**src/sso_pkg.sv**
```systemverilog
package sso_pkg;
	localparam int           DW             = 16;
	localparam int           OPW            = 7;
	localparam int           STACK_DEPTH    = 16;
	localparam int           SPW            = 4;
	localparam logic [6:0]   OP_NOP         = 7'h00;
	localparam logic [6:0]   OP_PUSH_SR     = 7'h21;
	localparam logic [6:0]   OP_POP_SR      = 7'h22;
	localparam logic [6:0]   OP_READ_SR     = 7'h2e;
	localparam logic [6:0]   OP_WRITE_SR    = 7'h1c;
	localparam logic [6:0]   OP_WIDTH_FULL  = 7'h24;
	localparam logic [6:0]   OP_WIDTH_TWELVE = 7'h27;
	localparam logic [6:0]   OP_WIDTH_BYTE  = 7'h26;
	localparam logic [6:0]   OP_HOLD_MODE   = 7'h25;
	localparam logic [6:0]   OP_IDLE        = 7'h10;
	localparam logic [6:0]   OP_DISABLE_INT = 7'h16;
	localparam logic [6:0]   OP_ENABLE_INT  = 7'h36;
	localparam logic [6:0]   OP_CLEAR_INT   = 7'h01;
	localparam logic [2:0]   OP_REL_JUMP_HI = 3'h7;
	localparam logic [1:0]   OP_REL_DATA_LO = 2'h1;
	localparam logic [1:0]   OP_REL_CALL_LO = 2'h2;
	localparam int           SR_WID_HI      = 5;
	localparam int           SR_WID_LO      = 4;
	localparam int           SR_INT_DIS     = 2;
	localparam int           SR_SIGN        = 1;
	localparam int           SR_MASK_LO     = 6;
	localparam int           NUM_IRQ        = 10;
	localparam logic [1:0]   WID_FULL       = 2'h0;
	localparam logic [1:0]   WID_BYTE       = 2'h1;
	localparam logic [1:0]   WID_HOLD       = 2'h2;
	localparam logic [1:0]   WID_TWELVE     = 2'h3;
	localparam logic [15:0]  SR_RESET       = 16'hffc4;
	localparam logic [15:0]  PC_RESET       = 16'h0000;
	localparam logic [3:0]   SP_RESET       = 4'h0;
	typedef enum logic [1:0] {
		SSO_RUN   = 2'b00,
		SSO_IDLE  = 2'b01,
		SSO_AFTER = 2'b11
	} sso_phase_t;
endpackage : sso_pkg

```
**src/sso_offset_ext.sv**
```systemverilog
`timescale 1ns/1ps
module sso_offset_ext
	import sso_pkg::*;
(
	input  wire logic [1:0]  i_width,
	input  wire logic [15:0] i_data,
	output logic [15:0]      o_offset
);
	// hold mode shares the byte width
	always_comb
	begin
		case (i_width)
			WID_FULL:   o_offset = i_data;
			WID_TWELVE: o_offset = {{4{i_data[11]}}, i_data[11:0]};
			default:    o_offset = {{8{i_data[7]}}, i_data[7:0]};
		endcase
	end
endmodule : sso_offset_ext

```
**src/sso_core.sv**
```systemverilog
`timescale 1ns/1ps
module sso_core
	import sso_pkg::*;
#(
	parameter int DEPTH = STACK_DEPTH
)(
	input  wire logic               i_ref_clk,
	input  wire logic               i_nrst,
	input  wire logic [OPW-1:0]     i_instr,
	input  wire logic [DW-1:0]      i_data,
	input  wire logic [NUM_IRQ-1:0] i_irq,
	input  wire logic               i_vector_valid,
	input  wire logic [DW-1:0]      i_vector,
	input  wire logic               i_flag,
	output logic [DW-1:0]           o_data,
	output logic                    o_data_oe,
	output logic [DW-1:0]           o_addr,
	output logic                    o_addr_oe,
	output logic                    o_in_progress,
	output logic [DW-1:0]           o_status,
	output logic [SPW-1:0]          o_stack_ptr
);
	typedef struct packed {
		logic [OPW-1:0]     instr;
		logic [DW-1:0]      pc;
		logic [DW-1:0]      sr;
		logic [SPW-1:0]     sp;
		logic [NUM_IRQ-1:0] pend;
		logic               in_prog;
		logic               svc_first;
		logic [DW-1:0]      ret_addr;
		sso_phase_t         phase;
		logic [DW-1:0]      addr;
		logic               addr_oe;
		logic [DW-1:0]      dout;
		logic               dout_oe;
	} sso_state_t;

	sso_state_t       st_q;
	sso_state_t       st_d;
	logic [DW-1:0]    stack_q [DEPTH];
	logic             push_en;
	logic [SPW-1:0]   push_idx;
	logic [DW-1:0]    push_val;
	logic [DW-1:0]    offset;
	logic [DW-1:0]    pc_inc;
	logic [NUM_IRQ-1:0] live;

	function automatic logic [SPW-1:0] sp_step(input logic [SPW-1:0] sp, input logic up);
		sp_step = up ? SPW'(sp + 1'b1) : SPW'(sp - 1'b1);
	endfunction : sp_step

	// jump condition field: unconditional, not flag, flag, sign
	function automatic logic cond_met(input logic [1:0] cc, input logic flag, input logic sign);
		case (cc)
			2'h0:    cond_met = 1'b1;
			2'h1:    cond_met = !flag;
			2'h2:    cond_met = flag;
			default: cond_met = sign;
		endcase
	endfunction : cond_met

	sso_offset_ext u_ext (
		.i_width  (st_q.sr[SR_WID_HI:SR_WID_LO]),
		.i_data   (i_data),
		.o_offset (offset)
	);

	assign pc_inc = DW'(st_q.pc + 1'b1);
	assign live = st_q.pend & ~st_q.sr[SR_MASK_LO +: NUM_IRQ];

	always_comb
	begin
		st_d = st_q;
		push_en = 1'b0;
		push_idx = st_q.sp;
		push_val = st_q.sr;
		st_d.instr = i_instr;
		st_d.dout_oe = 1'b0;
		st_d.addr_oe = 1'b1;
		st_d.pend = st_q.pend | i_irq;
		st_d.pc = pc_inc;
		st_d.addr = pc_inc;
		st_d.phase = SSO_RUN;
		st_d.svc_first = 1'b0;
		if (st_q.svc_first)
		begin
			// the opcode latched in the accept cycle is dropped, not executed, while the return address is pushed
			st_d.sp = sp_step(st_q.sp, 1'b1);
			push_en = 1'b1;
			push_idx = sp_step(st_q.sp, 1'b1);
			push_val = st_q.ret_addr;
		end
		else
		begin
			case (st_q.instr)
				OP_PUSH_SR:
				begin
					st_d.sp = sp_step(st_q.sp, 1'b1);
					push_en = 1'b1;
					push_idx = sp_step(st_q.sp, 1'b1);
				end
				OP_POP_SR:
				begin
					st_d.sr = stack_q[st_q.sp];
					st_d.sp = sp_step(st_q.sp, 1'b0);
				end
				OP_READ_SR:
				begin
					st_d.dout = st_q.sr;
					st_d.dout_oe = 1'b1;
				end
				OP_WRITE_SR:
					st_d.sr = i_data;
				OP_WIDTH_FULL:
					st_d.sr[SR_WID_HI:SR_WID_LO] = WID_FULL;
				OP_WIDTH_TWELVE:
					st_d.sr[SR_WID_HI:SR_WID_LO] = WID_TWELVE;
				OP_WIDTH_BYTE:
					st_d.sr[SR_WID_HI:SR_WID_LO] = WID_BYTE;
				OP_HOLD_MODE:
					st_d.sr[SR_WID_HI:SR_WID_LO] = WID_HOLD;
				OP_DISABLE_INT:
					st_d.sr[SR_INT_DIS] = 1'b1;
				OP_ENABLE_INT:
					st_d.sr[SR_INT_DIS] = 1'b0;
				OP_CLEAR_INT:
				begin
					st_d.pend = i_irq;
					st_d.in_prog = 1'b0;
				end
				OP_IDLE:
				begin
					// a second idle right after is served as a plain step
					if (st_q.phase != SSO_IDLE)
					begin
						st_d.pc = st_q.pc;
						st_d.addr_oe = 1'b0;
						st_d.phase = SSO_IDLE;
					end
					else
						st_d.phase = SSO_AFTER;
				end
				default:
				begin
					if (st_q.instr[6:4] == OP_REL_JUMP_HI && (st_q.instr[1:0] == OP_REL_DATA_LO ||
						st_q.instr[1:0] == OP_REL_CALL_LO) && cond_met(st_q.instr[3:2], i_flag, st_q.sr[SR_SIGN]))
					begin
						st_d.pc = DW'(pc_inc + offset);
						st_d.addr = DW'(pc_inc + offset);
					end
				end
			endcase
			if (live != '0 && !st_q.sr[SR_INT_DIS] && !st_q.in_prog)
			begin
				st_d.in_prog = 1'b1;
				// clear only the taken request; ones arriving this cycle stay latched
				st_d.pend = st_d.pend & ~(live & ~(live - 1'b1));
				if (st_d.addr_oe && i_vector_valid)
				begin
					st_d.ret_addr = st_d.pc;
					st_d.pc = i_vector;
					st_d.addr = i_vector;
					st_d.svc_first = 1'b1;
				end
			end
		end
	end

	always_ff @(posedge i_ref_clk or negedge i_nrst)
	begin
		if (!i_nrst)
		begin
			st_q <= '{instr: OP_NOP, pc: PC_RESET, sr: SR_RESET, sp: SP_RESET, pend: '0, in_prog: 1'b0,
				svc_first: 1'b0, ret_addr: '0, phase: SSO_RUN, addr: PC_RESET, addr_oe: 1'b1,
				dout: '0, dout_oe: 1'b0};
		end
		else
		begin
			st_q <= st_d;
		end
	end

	// the stack holds no reset: contents are undefined until pushed
	always_ff @(posedge i_ref_clk)
	begin
		if (push_en)
		begin
			stack_q[push_idx] <= push_val;
		end
	end

	assign o_data = st_q.dout;
	assign o_data_oe = st_q.dout_oe;
	assign o_addr = st_q.addr;
	assign o_addr_oe = st_q.addr_oe;
	assign o_in_progress = st_q.in_prog;
	assign o_status = st_q.sr;
	assign o_stack_ptr = st_q.sp;
endmodule : sso_core

```
**config.mk**
```make
export PLATFORM = sky130hd
export DESIGN_NAME = sso_core
export DESIGN_NICKNAME = d
export VERILOG_FILES = /design/src/sso_pkg.sv /design/src/sso_offset_ext.sv /design/src/sso_core.sv
export SDC_FILE = /design/constraint.sdc
export NUM_CORES = 1
export LEC_CHECK = 0
export BUFFER_PORTS_ARGS = -buffer_cell sky130_fd_sc_hd__buf_2
export CORE_ASPECT_RATIO = 0.75
export CORE_MARGIN = 4
export CORE_UTILIZATION = 60
export CTS_BUF_LIST = sky130_fd_sc_hd__clkbuf_4 sky130_fd_sc_hd__clkbuf_8 sky130_fd_sc_hd__clkbuf_16
export DETAILED_ROUTE_END_ITERATION = 12
export GPL_TIMING_DRIVEN = 0
export PLACE_DENSITY_LB_ADDON = 0.05
export SYNTH_ARGS = -nofsm -noshare
export SYNTH_HDL_FRONTEND = slang
export SYNTH_SLANG_ARGS = --single-unit
```
**constraint.sdc**
```tcl
create_clock -name i_ref_clk -period 4.81 [get_ports i_ref_clk]
set_clock_uncertainty 0.05 [all_clocks]
set_input_delay 0.481 -clock i_ref_clk [delete_from_list [all_inputs] [get_ports i_ref_clk]]
set_output_delay 0.481 -clock i_ref_clk [all_outputs]
set_load 0.01 [all_outputs]
```
======== After elaboration in Yosys (flattened, before gate mapping) ========
Memories as Yosys holds them, arrays and structs flattened.
Cells that the tools add are included.
Widths: inputs -> output; s select.
word-level totals
  bits of input ports ..................... 53
  memories kept ........................... 1
  logic and storage cells ................. 111
  bits in registers ....................... 107
  output and inout bits ................... 55
  memory bits (writable) .................. 256
operators by class
  add/subtract/negate cells ............... 5
  mux-type cells .......................... 38
  reductions and logical operators ........ 25
  bitwise operators ....................... 8
  eq/ne operators ......................... 19
memories
  name     words  bits a word  rd ports  clocked after Yosys merged registers in  write ports  RTL line        source
  stack_q  16     16           1         0                                        1            sso_core.sv:41  logic [DW-1:0] stack_q [DEPTH];
operator list
  kind                   count
  $mux 16                8
  $mux 64                1
  $pmux 16 s2            2
  $eq 7x6->1 const B     8
  $mux 17                2
  $mux 32                1
  $and 10x10->10         3
  $not 10->10            3
  $mux 28                1
  $mux 11                2
  $eq 7x5->1 const B     3
  $pmux 10 s2            1
  $add 16x1->16 const B  1
  $add 16x16->16         1
  $mux 4                 3
  $pmux 2 s6             1
  $reduce_or 12->1       1
  $reduce_or 11->1       1
  $or 10x10->10          1
  $reduce_and 2->1       5
  $reduce_bool 10->1     1
  $sub 10x1->10 const B  1
  $mux 1                 9
  $pmux 4 s2             1
  other kinds (22)       34

======== Logic depth before layout (Yosys ltp) ========
Gate-level depths: netlist of run 1.
  depth after elaboration ................. 10
  mapped depth ............................ 17

======== Cells and area by module ========
A second synthesis of run 1 with hierarchy kept.
second synthesis, totals
  cells, all modules ...................... 1254
  area, all modules ....................... 17083.9 um^2
modules (own cells, without submodules)
  module          times used  sequential area each (um^2)  cells an instance  area an instance (um^2)
  sso_core        1           10380.0                      1222               16888.7
  sso_offset_ext  1           0.0                          32                 195.2

======== Least setup slack after synthesis of run 1 ========
OpenSTA, ideal clock, no wires.
  path kind ............................... reg2reg
  from .................................... register st_q[86] in the netlist's numbering
  to ...................................... register st_q[51] in the netlist's numbering
  arrival ................................. 3336 ps
  setup time .............................. 123 ps
  path buffers ............................ 3
  period minus slack after synthesis ...... 3509 ps
  path slack .............................. 1301 ps
  cell stages (with the launch flop) ...... 18
  required time ........................... 4637 ps
  cell sequence ........................... dfrtp_1 -> clkbuf_2 -> and4_1 -> and3_2 -> and2_1 -> clkbuf_1 -> and3_1 -> xor2_1 -> ha_1 -> clkbuf_1 -> o21ai_0 -> o21ai_0 -> o211ai_1 -> o211ai_1 -> a211o_1 -> nand2_1 -> mux2_2 -> nand3b_4
on the way
  cells in the longest elaborated chain, start to end .. 4
ends and longest elaborated chain
  element                 RTL line         source
  from (decl)             sso_core.sv:39   sso_state_t st_q;
  from (signal assigned)  sso_core.sv:174  st_q <= '{instr: OP_NOP, pc: PC_RESET, sr: SR_RESET, sp: SP_RESET, pend: '0, in_prog: 1'b0,
  from (signal assigned)  sso_core.sv:180  st_q <= st_d;
  $add 16x1->16 *         sso_core.sv:69   assign pc_inc = DW'(st_q.pc + 1'b1);
  $add 16x16->16          sso_core.sv:149  st_d.pc = DW'(pc_inc + offset);
  $mux 16                 sso_core.sv:146  if (st_q.instr[6:4] == OP_REL_JUMP_HI && (st_q.instr[1:0] == OP_REL_DATA_LO ||
  $pmux 16 s2 *           sso_core.sv:96   case (st_q.instr)
Every way passes the cells marked *; elsewhere a longest branch is shown, timed or not.
A chain may end at the register's enable or synchronous reset.

==> results.sh, run 1 <==
export IMPL_fillers=1806
export IMPL_synth_async_reset_ratio_pct=29.5
export IMPL_ios=108
export IMPL_synth_main_ff_cell="edfxtp_1"
export IMPL_place_area_um2=18100
export IMPL_synth_simple_area_share_pct=7.80
export IMPL_ctsHoldBuffers=8
export IMPL_io_buffers=107
export IMPL_grt_max_degree=65
export IMPL_status="finished clean"
export IMPL_p_leak_uw=0.00720
export IMPL_cts_tree="done"
export IMPL_worstReg2RegStart="st_q[86]$_DFF_PN0_"
export IMPL_final_setup_viol_count=0
export IMPL_hold_depth=3
export IMPL_fin_tns_setup_ns=0
export IMPL_drcViolationCount=0
export IMPL_critical_path_peak_fanout=7
export IMPL_yosysUniqueCellTypes=84
export IMPL_syn_nets=1237
export IMPL_yosysWarnings=0
export IMPL_critPathKind="register to register"
export IMPL_max_freq_ghz=0.237
export IMPL_htreeDepth=2
export IMPL_syn_inst=1159
export IMPL_final_nets=1409
export IMPL_rr_worst_depth=16
export IMPL_postRouteAntennaNets=0
export IMPL_hp_class="primary input to register"
export IMPL_synth_xor_area_share_pct=1.31
export IMPL_relSlewSlack_pct=25.2
export IMPL_max_stage_delay_ns=0.50
export IMPL_die_y_um=153
export IMPL_synth_compound_area_share_pct=8.34
export IMPL_insertion_delay_ns=0.55
export IMPL_cts_resized_gates=0
export IMPL_grt_first_pass_wirelength_um=68600
export IMPL_die_width_um=201
export IMPL_ys_ff_latch=363
export IMPL_cts_setup_buffers=0
export IMPL_maxCapViolCount=0
export IMPL_path_cells="clkbuf_2 > and4_1 > and3_2 > and2_1 > clkbuf_1 > and3_1 > xor2_1 > ha_1 > clkbuf_1 > o21ai_0 > o21ai_0 > o211ai_1 > o211ai_1 > a211o_1 > a2111oi_2 > a2111oi_2"
export IMPL_vias=11026
export IMPL_final_cell_mix="edfxtp_1 (256), buf_2 (120), dfrtp_1 (95), mux4_2 (80), nor2_1 (79)"
export IMPL_cts_root_buffer="clkbuf_16"
export IMPL_syn_area_um2=16800
export IMPL_slew_violations=0
export IMPL_dieArea_um2=30700
export IMPL_yosys_area_share_adder_pct=1.91
export IMPL_synth_top_family_by_area="multiplexers"
export IMPL_rows=52
export IMPL_hp_start="i_irq[5]"
export IMPL_globalplace_congestion=0.958
export IMPL_powerDensity_nw_per_um2=621
export IMPL_cp_top_family="compound AO/OA/AOI/OAI gates"
export IMPL_cp_end_kind="register"
export IMPL_cp_depth=16
export IMPL_grt_overflow_total=0
export IMPL_rrSetupSlack_ns=0.58
export IMPL_cts_buffers=36
export IMPL_hold_end="st_q[59]$_DFF_PN0_"
export IMPL_drive_gt1_share_pct=31.1
export IMPL_coreArea_um2=27300
export IMPL_syn2layout_area_growth_pct=16.0
export IMPL_diodes=0
export IMPL_antenna_found_initial=2
export IMPL_finalCritPeriodShare_pct=87.9
export IMPL_synth_edff_count=256
export IMPL_yosysSeqAreaShare_pct=61.9
export IMPL_clock_sinks=363
export IMPL_crit_slowest_cell="a2111oi_2"
export IMPL_layout_commonest_cell="edfxtp_1"
export IMPL_avgRoutedWirePerCell_um=26.4
export IMPL_fin_area_um2=19400
export IMPL_dr_pass1_iters=6
export IMPL_track_usage_pct=29.8
export IMPL_max_clock_path_buffers=3
export IMPL_worst_slew_pin_slew_ns=1.12
export IMPL_finalHoldViolations=0
export IMPL_r2r_end="o_addr[15]$_DFF_PN0_"
export IMPL_syn_avg_cell_area_um2=14.5
export IMPL_cts_clk_slew_worst_paths_ns=0.06
export IMPL_drt_vias_per_instance=6.45
export IMPL_rsz0062_at_grt="false"
export IMPL_initial_utilization_pct=61.5
export IMPL_totalWireLength_um=45100
export IMPL_startpoint_type="register"
export IMPL_period_needed_ns=4.23
export IMPL_required_ns=5.15
export IMPL_ir_worst_vdd_mv=0.477
export IMPL_hpwl_um=31600
export IMPL_critPathBufInv=3
export IMPL_drt_iter0_markers=1528
export IMPL_grt_pass1_vias=10967
export IMPL_muxShareOfSynthArea_pct=13.9
export IMPL_crit_arrival_ns=4.56
-- cell families (layout without fill, tap and decap cells) --
logic type / Yosys count / count (layout)
and+or+nand+nor: 271 / 271
buffers and inverters: 133 / 332
xor gates and xnor gates: 25 / 25
AOI/OAI and AO/OA: 213 / 213
DFF: 363 / 363
adders and majority gates: 25 / 25
muxes: 129 / 129
-- sequential cells by signal (all words and copies together), names as in the netlist, 4 cells and up --
register,count
st_q,52
o_status,16
o_stack_ptr,4
o_addr,16
o_data,16
stack_q,256
-- cells in the mapped netlist, types with 3 or more instances --
cell | number | area [µm²]
a2111oi_2 | 3 | 45.0
a211o_1 | 6 | 52.6
a211oi_1 | 11 | 82.6
a21o_1 | 8 | 60.1
a21oi_1 | 62 | 310
a221oi_1 | 4 | 35.0
a222oi_1 | 3 | 30.0
a22oi_1 | 4 | 30.0
a31oi_1 | 16 | 100
a41oi_1 | 4 | 35.0
and2_1 | 6 | 37.5
and3_1 | 7 | 43.8
and4_1 | 4 | 35.0
buf_1 | 7 | 26.3
buf_2 | 14 | 70.1
buf_4 | 53 | 398
clkbuf_1 | 26 | 97.6
clkbuf_8 | 4 | 55.1
dfrtp_1 | 95 | 2380
dfstp_2 | 12 | 315
edfxtp_1 | 256 | 7690
ha_1 | 24 | 300
inv_1 | 23 | 86.3
mux2_2 | 31 | 349
mux2i_1 | 18 | 180
mux4_2 | 80 | 1800
nand2_1 | 78 | 293
nand3_1 | 13 | 65.1
nand4_1 | 9 | 56.3
nor2_1 | 95 | 357
nor2b_1 | 15 | 93.8
nor3_1 | 15 | 75.1
nor4_1 | 5 | 31.3
o211ai_1 | 3 | 22.5
o21ai_0 | 49 | 245
o21bai_1 | 4 | 30.0
o22ai_1 | 9 | 56.3
o31ai_1 | 4 | 30.0
or3_1 | 3 | 18.8
xnor2_1 | 18 | 158
xor2_1 | 7 | 61.3
-- worst reg2reg max path: stages (launching register included) --
cell	delay [ns]
dfrtp_1	0.32
clkbuf_2	0.20
and4_1	0.29
and3_2	0.21
and2_1	0.14
clkbuf_1	0.25
and3_1	0.22
xor2_1	0.39
ha_1	0.31
clkbuf_1	0.19
o21ai_0	0.15
o21ai_0	0.12
o211ai_1	0.13
o211ai_1	0.17
a211o_1	0.32
a2111oi_2	0.50
a2111oi_2	0.11
-- worst max-delay path by stage --
| stage | start | end | slack [ns] |
|---|---|---|---|
| 4_1_cts | st_q[86]$_DFF_PN0_ | o_addr[15]$_DFF_PN0_ | 0.71 |
| 3_3_place_gp | o_stack_ptr[1]$_DFFE_PN0P_ | stack_q[8][10]$_DFFE_PP_ | 0.27 |
| 2_1_floorplan | st_q[86]$_DFF_PN0_ | st_q[51]$_DFFE_PN0P_ | 1.30 |
| 3_5_place_dp | st_q[86]$_DFF_PN0_ | o_addr[15]$_DFF_PN0_ | 0.75 |
| 5_1_grt | st_q[86]$_DFF_PN0_ | st_q[48]$_DFFE_PN0P_ | 0.34 |
| 6_report | st_q[86]$_DFF_PN0_ | o_addr[15]$_DFF_PN0_ | 0.58 |
-- cell type report --
class	count	area [µm²]	area share, %
Timing Repair Buffer	134	968	4.98
Buffer	110	724	3.73
Tap cell	351	439	2.26
Multi-Input combinational cell	663	5620	28.9
Sequential cell	363	10400	53.4
Inverter	23	86.3	0.444
Clock inverter	21	265	1.36
Clock buffer	44	967	4.97
-- stage by stage --
step,total power [µW],util [%],hold slack (ns),worst slack (ns),cells
2_1_floorplan,7630,-,0.135,1.30,1159
3_3_place_gp,8980,65.1,0.415,0.268,1617
3_5_place_dp,9100,66.5,0.415,0.752,1636
4_1_cts,12100,71.3,0.141,0.714,1709
5_1_grt,12700,71.3,0.144,0.345,1709
6_report,12100,71.3,0.148,0.584,1709
-- per-layer routing --
layer	share of wire, %	GRT usage, %	vias to the layer above	wire length [µm]
li1	-	-	4759	-
met1	44	47.4	5524	19800
met2	42	41.5	663	19100
met3	12	7.94	78	5260
met4	2.1	6.85	2	947
met5	0.016	0	-	7
-- report_power, final --
| group | internal [µW] | switching (µW) | total [µW] |
|---|---|---|---|
| clock network | 1720 | 1210 | 2930 |
| registers | 4110 | 343 | 4450 |
| logic | 2010 | 2690 | 4700 |
| total | 7840 | 4240 | 12100 |
Note: power is estimated with default switching activity, not from simulation.
==> run 2: changes to the inputs <==
CORE_UTILIZATION = 40   (was 60)
==> run 2 against run 1 <==
Against the previous run:
- sequential share of layout area down 1.1 points
- highest routed layer unchanged
- critical path type unchanged
- core utilization decreased by 23 points
- global-route usage fell by 8.3 points
==> results.sh, run 2 (synthesis gave the netlist of run 1 again) <==
export IMPL_status="finished clean"
export IMPL_ios=108
export IMPL_clock_sinks=363
export IMPL_startpoint_type="register"
export IMPL_hp_class="primary input to register"
export IMPL_worst_slew_pin_slew_ns=1.18
export IMPL_max_clock_path_buffers=3
export IMPL_path_cells="ha_1 > and2_1 > clkbuf_1 > and3_1 > xor2_1 > ha_1 > clkbuf_1 > o21ai_0 > o21ai_0 > o211ai_1 > o211ai_1 > a211o_1 > nand2_1 > mux2_2 > nand3b_4"
export IMPL_final_cell_mix="edfxtp_1 (256), buf_2 (120), dfrtp_1 (95), mux4_2 (80), nor2_1 (79)"
export IMPL_grt_overflow_total=0
export IMPL_max_stage_delay_ns=0.57
export IMPL_grt_max_degree=84
export IMPL_critPathKind="register to register"
export IMPL_slew_violations=0
export IMPL_dp_cells=1846
export IMPL_worstReg2RegStart="st_q[85]$_DFF_PN0_"
export IMPL_antenna_found_initial=1
export IMPL_crit_path_start="st_q[85]$_DFF_PN0_"
export IMPL_syn2layout_area_growth_pct=18.4
export IMPL_final_setup_viol_count=0
export IMPL_drt_iter0_markers=972
export IMPL_crit_arrival_ns=4.65
export IMPL_period_needed_ns=4.27
export IMPL_drt_vias_per_instance=5.48
export IMPL_avgRoutedWirePerCell_um=25.0
export IMPL_drcViolationCount=0
export IMPL_cts_tree="done"
export IMPL_p_leak_uw=0.00727
export IMPL_hp_start="i_irq[3]"
export IMPL_die_y_um=185
export IMPL_rows=64
export IMPL_rr_worst_depth=15
export IMPL_insertion_delay_ns=0.54
export IMPL_finalCritPeriodShare_pct=88.8
export IMPL_postRouteAntennaNets=0
export IMPL_dr_pass1_iters=7
export IMPL_cts_setup_buffers=0
export IMPL_finish_cell_count_without_fillers=1927
export IMPL_rrSetupSlack_ns=0.54
export IMPL_ir_worst_vdd_mv=0.244
export IMPL_dieArea_um2=45300
export IMPL_cts_resized_gates=0
export IMPL_rsz0062_at_grt="false"
export IMPL_initial_utilization_pct=40.8
export IMPL_top_register="stack_q"
export IMPL_fillers=3630
export IMPL_grt_pass1_vias=10514
export IMPL_final_nets=1412
export IMPL_grt_first_pass_wirelength_um=71100
export IMPL_hpwl_um=34600
export IMPL_relSlewSlack_pct=20.6
export IMPL_htreeDepth=2
export IMPL_vias=10554
export IMPL_ctsHoldBuffers=8
export IMPL_track_usage_pct=21.5
export IMPL_cp_end_kind="register"
export IMPL_totalWireLength_um=48300
export IMPL_cp_endpoint="st_q[51]$_DFFE_PN0P_"
export IMPL_crit_slowest_cell="dfrtp_1"
export IMPL_io_buffers=107
export IMPL_top_regs="stack_q x256, st_q x52"
export IMPL_cts_root_buffer="clkbuf_16"
export IMPL_coreArea_um2=41100
export IMPL_die_width_um=244
export IMPL_max_freq_ghz=0.234
export IMPL_drive_gt1_share_pct=31.4
export IMPL_required_ns=5.19
export IMPL_r2r_end="st_q[51]$_DFFE_PN0P_"
export IMPL_layout_commonest_cell="edfxtp_1"
export IMPL_finalHoldViolations=0
export IMPL_globalplace_congestion=0.936
export IMPL_maxCapViolCount=0
export IMPL_cts_clk_slew_worst_paths_ns=0.06
export IMPL_finalPower_uw=12300
export IMPL_critical_path_peak_fanout=7
export IMPL_powerDensity_nw_per_um2=621
export IMPL_cts_buffers=39
export IMPL_largest_register_ffs=256
[run 2: final cells by class]
class | instances | area [µm²] | share of cell area [%]
antenna | 1 | 2.50 | 0.0126
buffer | 110 | 724 | 3.65
clock buffer | 48 | 1060 | 5.35
clock inverter | 24 | 260 | 1.31
inverter | 23 | 86.3 | 0.435
multi-input combinational | 663 | 5620 | 28.3
sequential | 363 | 10400 | 52.3
tap | 561 | 702 | 3.54
timing repair buffer | 134 | 1010 | 5.10
[run 2: how the worst min path moves through the flow]
stage | end | depth (start not counted)
3_3_place_gp | st_q[42]$_DFFE_PN0P_ | 2
5_1_grt | st_q[55]$_DFF_PN0_ | 3
6_report | st_q[57]$_DFF_PN0_ | 3
4_1_cts | st_q[59]$_DFF_PN0_ | 3
3_5_place_dp | st_q[105]$_DFF_PN0_ | 1
2_1_floorplan | o_addr[0]$_DFF_PN0_ | 0
[run 2: critical path, delay by kind of cell (launching register included)]
family / cells / cell delay (ns)
buffers and inverters: 2 / 0.47
AND/OR/NAND/NOR: 4 / 0.70
AO/OA/AOI/OAI: 5 / 0.92
XOR/XNOR: 1 / 0.37
multiplexers: 1 / 0.36
flip-flops: 1 / 0.57
adder cells (fa/ha/maj): 2 / 0.73
[run 2: routing by layer]
layer | vias up | global-route usage (%) | wire, µm
met5 | - | 0 | 18
met4 | 2 | 4.20 | 762
met3 | 56 | 3.91 | 3350
met2 | 365 | 29.8 | 19600
met1 | 5361 | 35.1 | 24500
li1 | 4770 | - | -
[run 2: stage by stage]
| stage | setup slack (ns) | hold slack (ns) | area (µm²) | TNS, ns | utilization, % |
|---|---|---|---|---|---|
| after floorplan | 1.30 | 0.135 | 16800 | 0 | - |
| after global placement | -0.0410 | 0.414 | 18000 | -1.29 | 43.8 |
| after detailed placement | 0.656 | 0.313 | 18400 | 0 | 44.9 |
| after CTS | 0.627 | 0.130 | 19800 | 0 | 48.3 |
| after global routing | 0.204 | 0.155 | 19800 | 0 | 48.3 |
| final | 0.537 | 0.152 | 19800 | 0 | 48.3 |
[run 2: report_power, final]
| group | internal (µW) | leakage, µW | switching (µW) |
|---|---|---|---|
| logic | 2020 | 0.00309 | 2740 |
| registers | 4110 | 0.00352 | 353 |
| clock network | 1850 | 0.000657 | 1260 |
==> run 3: changes to the inputs <==
RECOVER_POWER = 50   (was not set)
==> run 3 against run 2 <==
Against the previous run:
- the run now ends with max-capacitance violations, max-slew violations left
- critical path depth unchanged
- fmax barely moved
- setup slack lost 0.0037 ns
- core utilization is 0.31 points lower
- sequential power barely moved
- global-route usage unchanged
- combinational power shrank 1%
==> results.sh, run 3 (synthesis gave the netlist of run 1 again) <==
export IMPL_grt_max_degree=84
export IMPL_pwr_share_comb_pct=38.3
export IMPL_die_width_um=244
export IMPL_final_cell_mix="edfxtp_1 (256), dfrtp_1 (95), mux4_2 (80), nor2_1 (79), buf_2 (79)"
export IMPL_powerDensity_nw_per_um2=621
export IMPL_switching_power_uw=4340
export IMPL_seq_power_share_pct=36.3
export IMPL_totalWireLength_um=48200
export IMPL_maxCapViolCount=2
export IMPL_finalPower_uw=12200
export IMPL_slew_violations=93
export IMPL_required_ns=5.19
export IMPL_htreeDepth=2
export IMPL_relSlewSlack_pct=-50.6
export IMPL_grt_overflow_total=0
export IMPL_cts_clk_slew_worst_paths_ns=0.06
export IMPL_die_y_um=185
export IMPL_hold_slack_ns=0.151
export IMPL_dieArea_um2=45300
export IMPL_insertion_delay_ns=0.54
export IMPL_top_register="stack_q"
export IMPL_drt_vias_per_instance=5.46
export IMPL_largest_register_ffs=256
export IMPL_finalHoldViolations=0
export IMPL_multi_input_area_um2=5610
export IMPL_drt_iter0_markers=937
export IMPL_dr_pass1_iters=7
export IMPL_cts_tree="done"
export IMPL_place_area_um2=18400
export IMPL_setup_slack_ns=0.534
export IMPL_io_buffers=107
export IMPL_grt_first_pass_wirelength_um=71100
export IMPL_max_freq_ghz=0.234
export IMPL_ios=108
export IMPL_p_int_uw=7900
export IMPL_top_regs="stack_q x256, st_q x52"
export IMPL_p_leak_uw=0.00708
export IMPL_vias=10535
export IMPL_final_nets=1412
export IMPL_p_clk_share_pct=25.4
export IMPL_hpwl_um=34600
export IMPL_hp_class="primary input to register"
export IMPL_drcViolationCount=0
export IMPL_fin_area_um2=19700
export IMPL_initial_utilization_pct=40.8
export IMPL_rrSetupSlack_ns=0.53
export IMPL_clock_sinks=363
export IMPL_register_area_um2=10400
export IMPL_final_util_pct=48.0
export IMPL_avgRoutedWirePerCell_um=25.0
export IMPL_violations="max-capacitance violations, max-slew violations"
export IMPL_crit_arrival_ns=4.65
export IMPL_startpoint_type="register"
export IMPL_period_needed_ns=4.28
export IMPL_globalplace_congestion=0.936
export IMPL_track_usage_pct=21.5
export IMPL_rsz0062_at_grt="false"
export IMPL_max_clock_path_buffers=3
export IMPL_ir_worst_vdd_mv=0.236
export IMPL_drive_gt1_share_pct=26.5
export IMPL_layout_commonest_cell="edfxtp_1"
export IMPL_status="finished, violations left"
export IMPL_dp_slack_ns=0.656
export IMPL_final_setup_viol_count=0
export IMPL_rows=64
export IMPL_cp_end_kind="register"
export IMPL_switching_share_pct=35.5
export IMPL_syn2layout_area_growth_pct=17.6
export IMPL_finalCritPeriodShare_pct=88.9
export IMPL_coreArea_um2=41100
export IMPL_grt_pass1_vias=10514
export IMPL_critPathKind="register to register"
export IMPL_critical_path_peak_fanout=7
export IMPL_cts_buffers=39
export IMPL_cts_root_buffer="clkbuf_16"
export IMPL_fillers=3667
export IMPL_antenna_found_initial=1
export IMPL_postRouteAntennaNets=0
export IMPL_worst_slew_pin_slew_ns=2.26
export IMPL_cts_setup_buffers=0
[run 3: final timing paths]
kind | from | endpoint | cells after the start
worst max-delay path | st_q[85]$_DFF_PN0_ | st_q[51]$_DFFE_PN0P_ | 15
worst min-delay path | i_irq[3] | st_q[57]$_DFF_PN0_ | 3
worst max register to register | st_q[85]$_DFF_PN0_ | st_q[51]$_DFFE_PN0P_ | 15
worst min register to register | st_q[42]$_DFFE_PN0P_ | st_q[42]$_DFFE_PN0P_ | 2
max in group asynchronous | i_nrst | st_q[60]$_DFF_PN0_ | 3
min in group asynchronous | i_nrst | st_q[84]$_DFF_PN0_ | 2
[run 3: power by group through the flow]
stage          registers (µW)  clock network, µW  logic, µW
6_report                 4440               3110       4690
5_1_grt                  4490               3320       5130
4_1_cts                  4450               3180       4770
3_5_place_dp             4510                  0       4750
3_3_place_gp             4510                  0       4680
2_1_floorplan            4340                  0       3290
[run 3: metal layers]
metal / vias to the layer above / track usage [%] / wire length (µm)
met5: - / 0 / 0
met1: 5339 / 35.1 / 24200
met2: 376 / 29.8 / 19600
met3: 54 / 3.91 / 3630
met4: 0 / 4.20 / 766
li1: 4766 / - / -
[run 3: area by class of cell]
class,instances,area share (%)
Antenna cell,2,0.0254
Buffer,110,3.50
Clock buffer,48,5.38
Clock inverter,24,1.32
Inverter,23,0.438
Multi-Input combinational cell,663,28.5
Sequential cell,363,52.6
Tap cell,561,3.56
Timing Repair Buffer,134,4.67
[run 3: timing repair]
item / 4_1_cts / 5_1_grt
hold buffers: 8 / 0
resized for setup: 0 / 0
hold endpoints to repair: 31 / 0
[run 3: critical path: stages (launching register included)]
cell	delay (ns)
dfrtp_1	0.55
ha_1	0.44
and2_1	0.19
clkbuf_1	0.28
and3_1	0.22
xor2_1	0.36
ha_1	0.30
clkbuf_1	0.20
o21ai_0	0.15
o21ai_0	0.12
o211ai_1	0.14
o211ai_1	0.18
a211o_1	0.33
nand2_1	0.15
mux2_2	0.36
nand3b_4	0.14
[run 3: per-stage QoR]
stage               setup TNS [ns]  instances
floorplan                        0       1159
global placement             -1.29       1827
detailed placement               0       1846
CTS                              0       1926
global route                     0       1926
finish                           0       1928
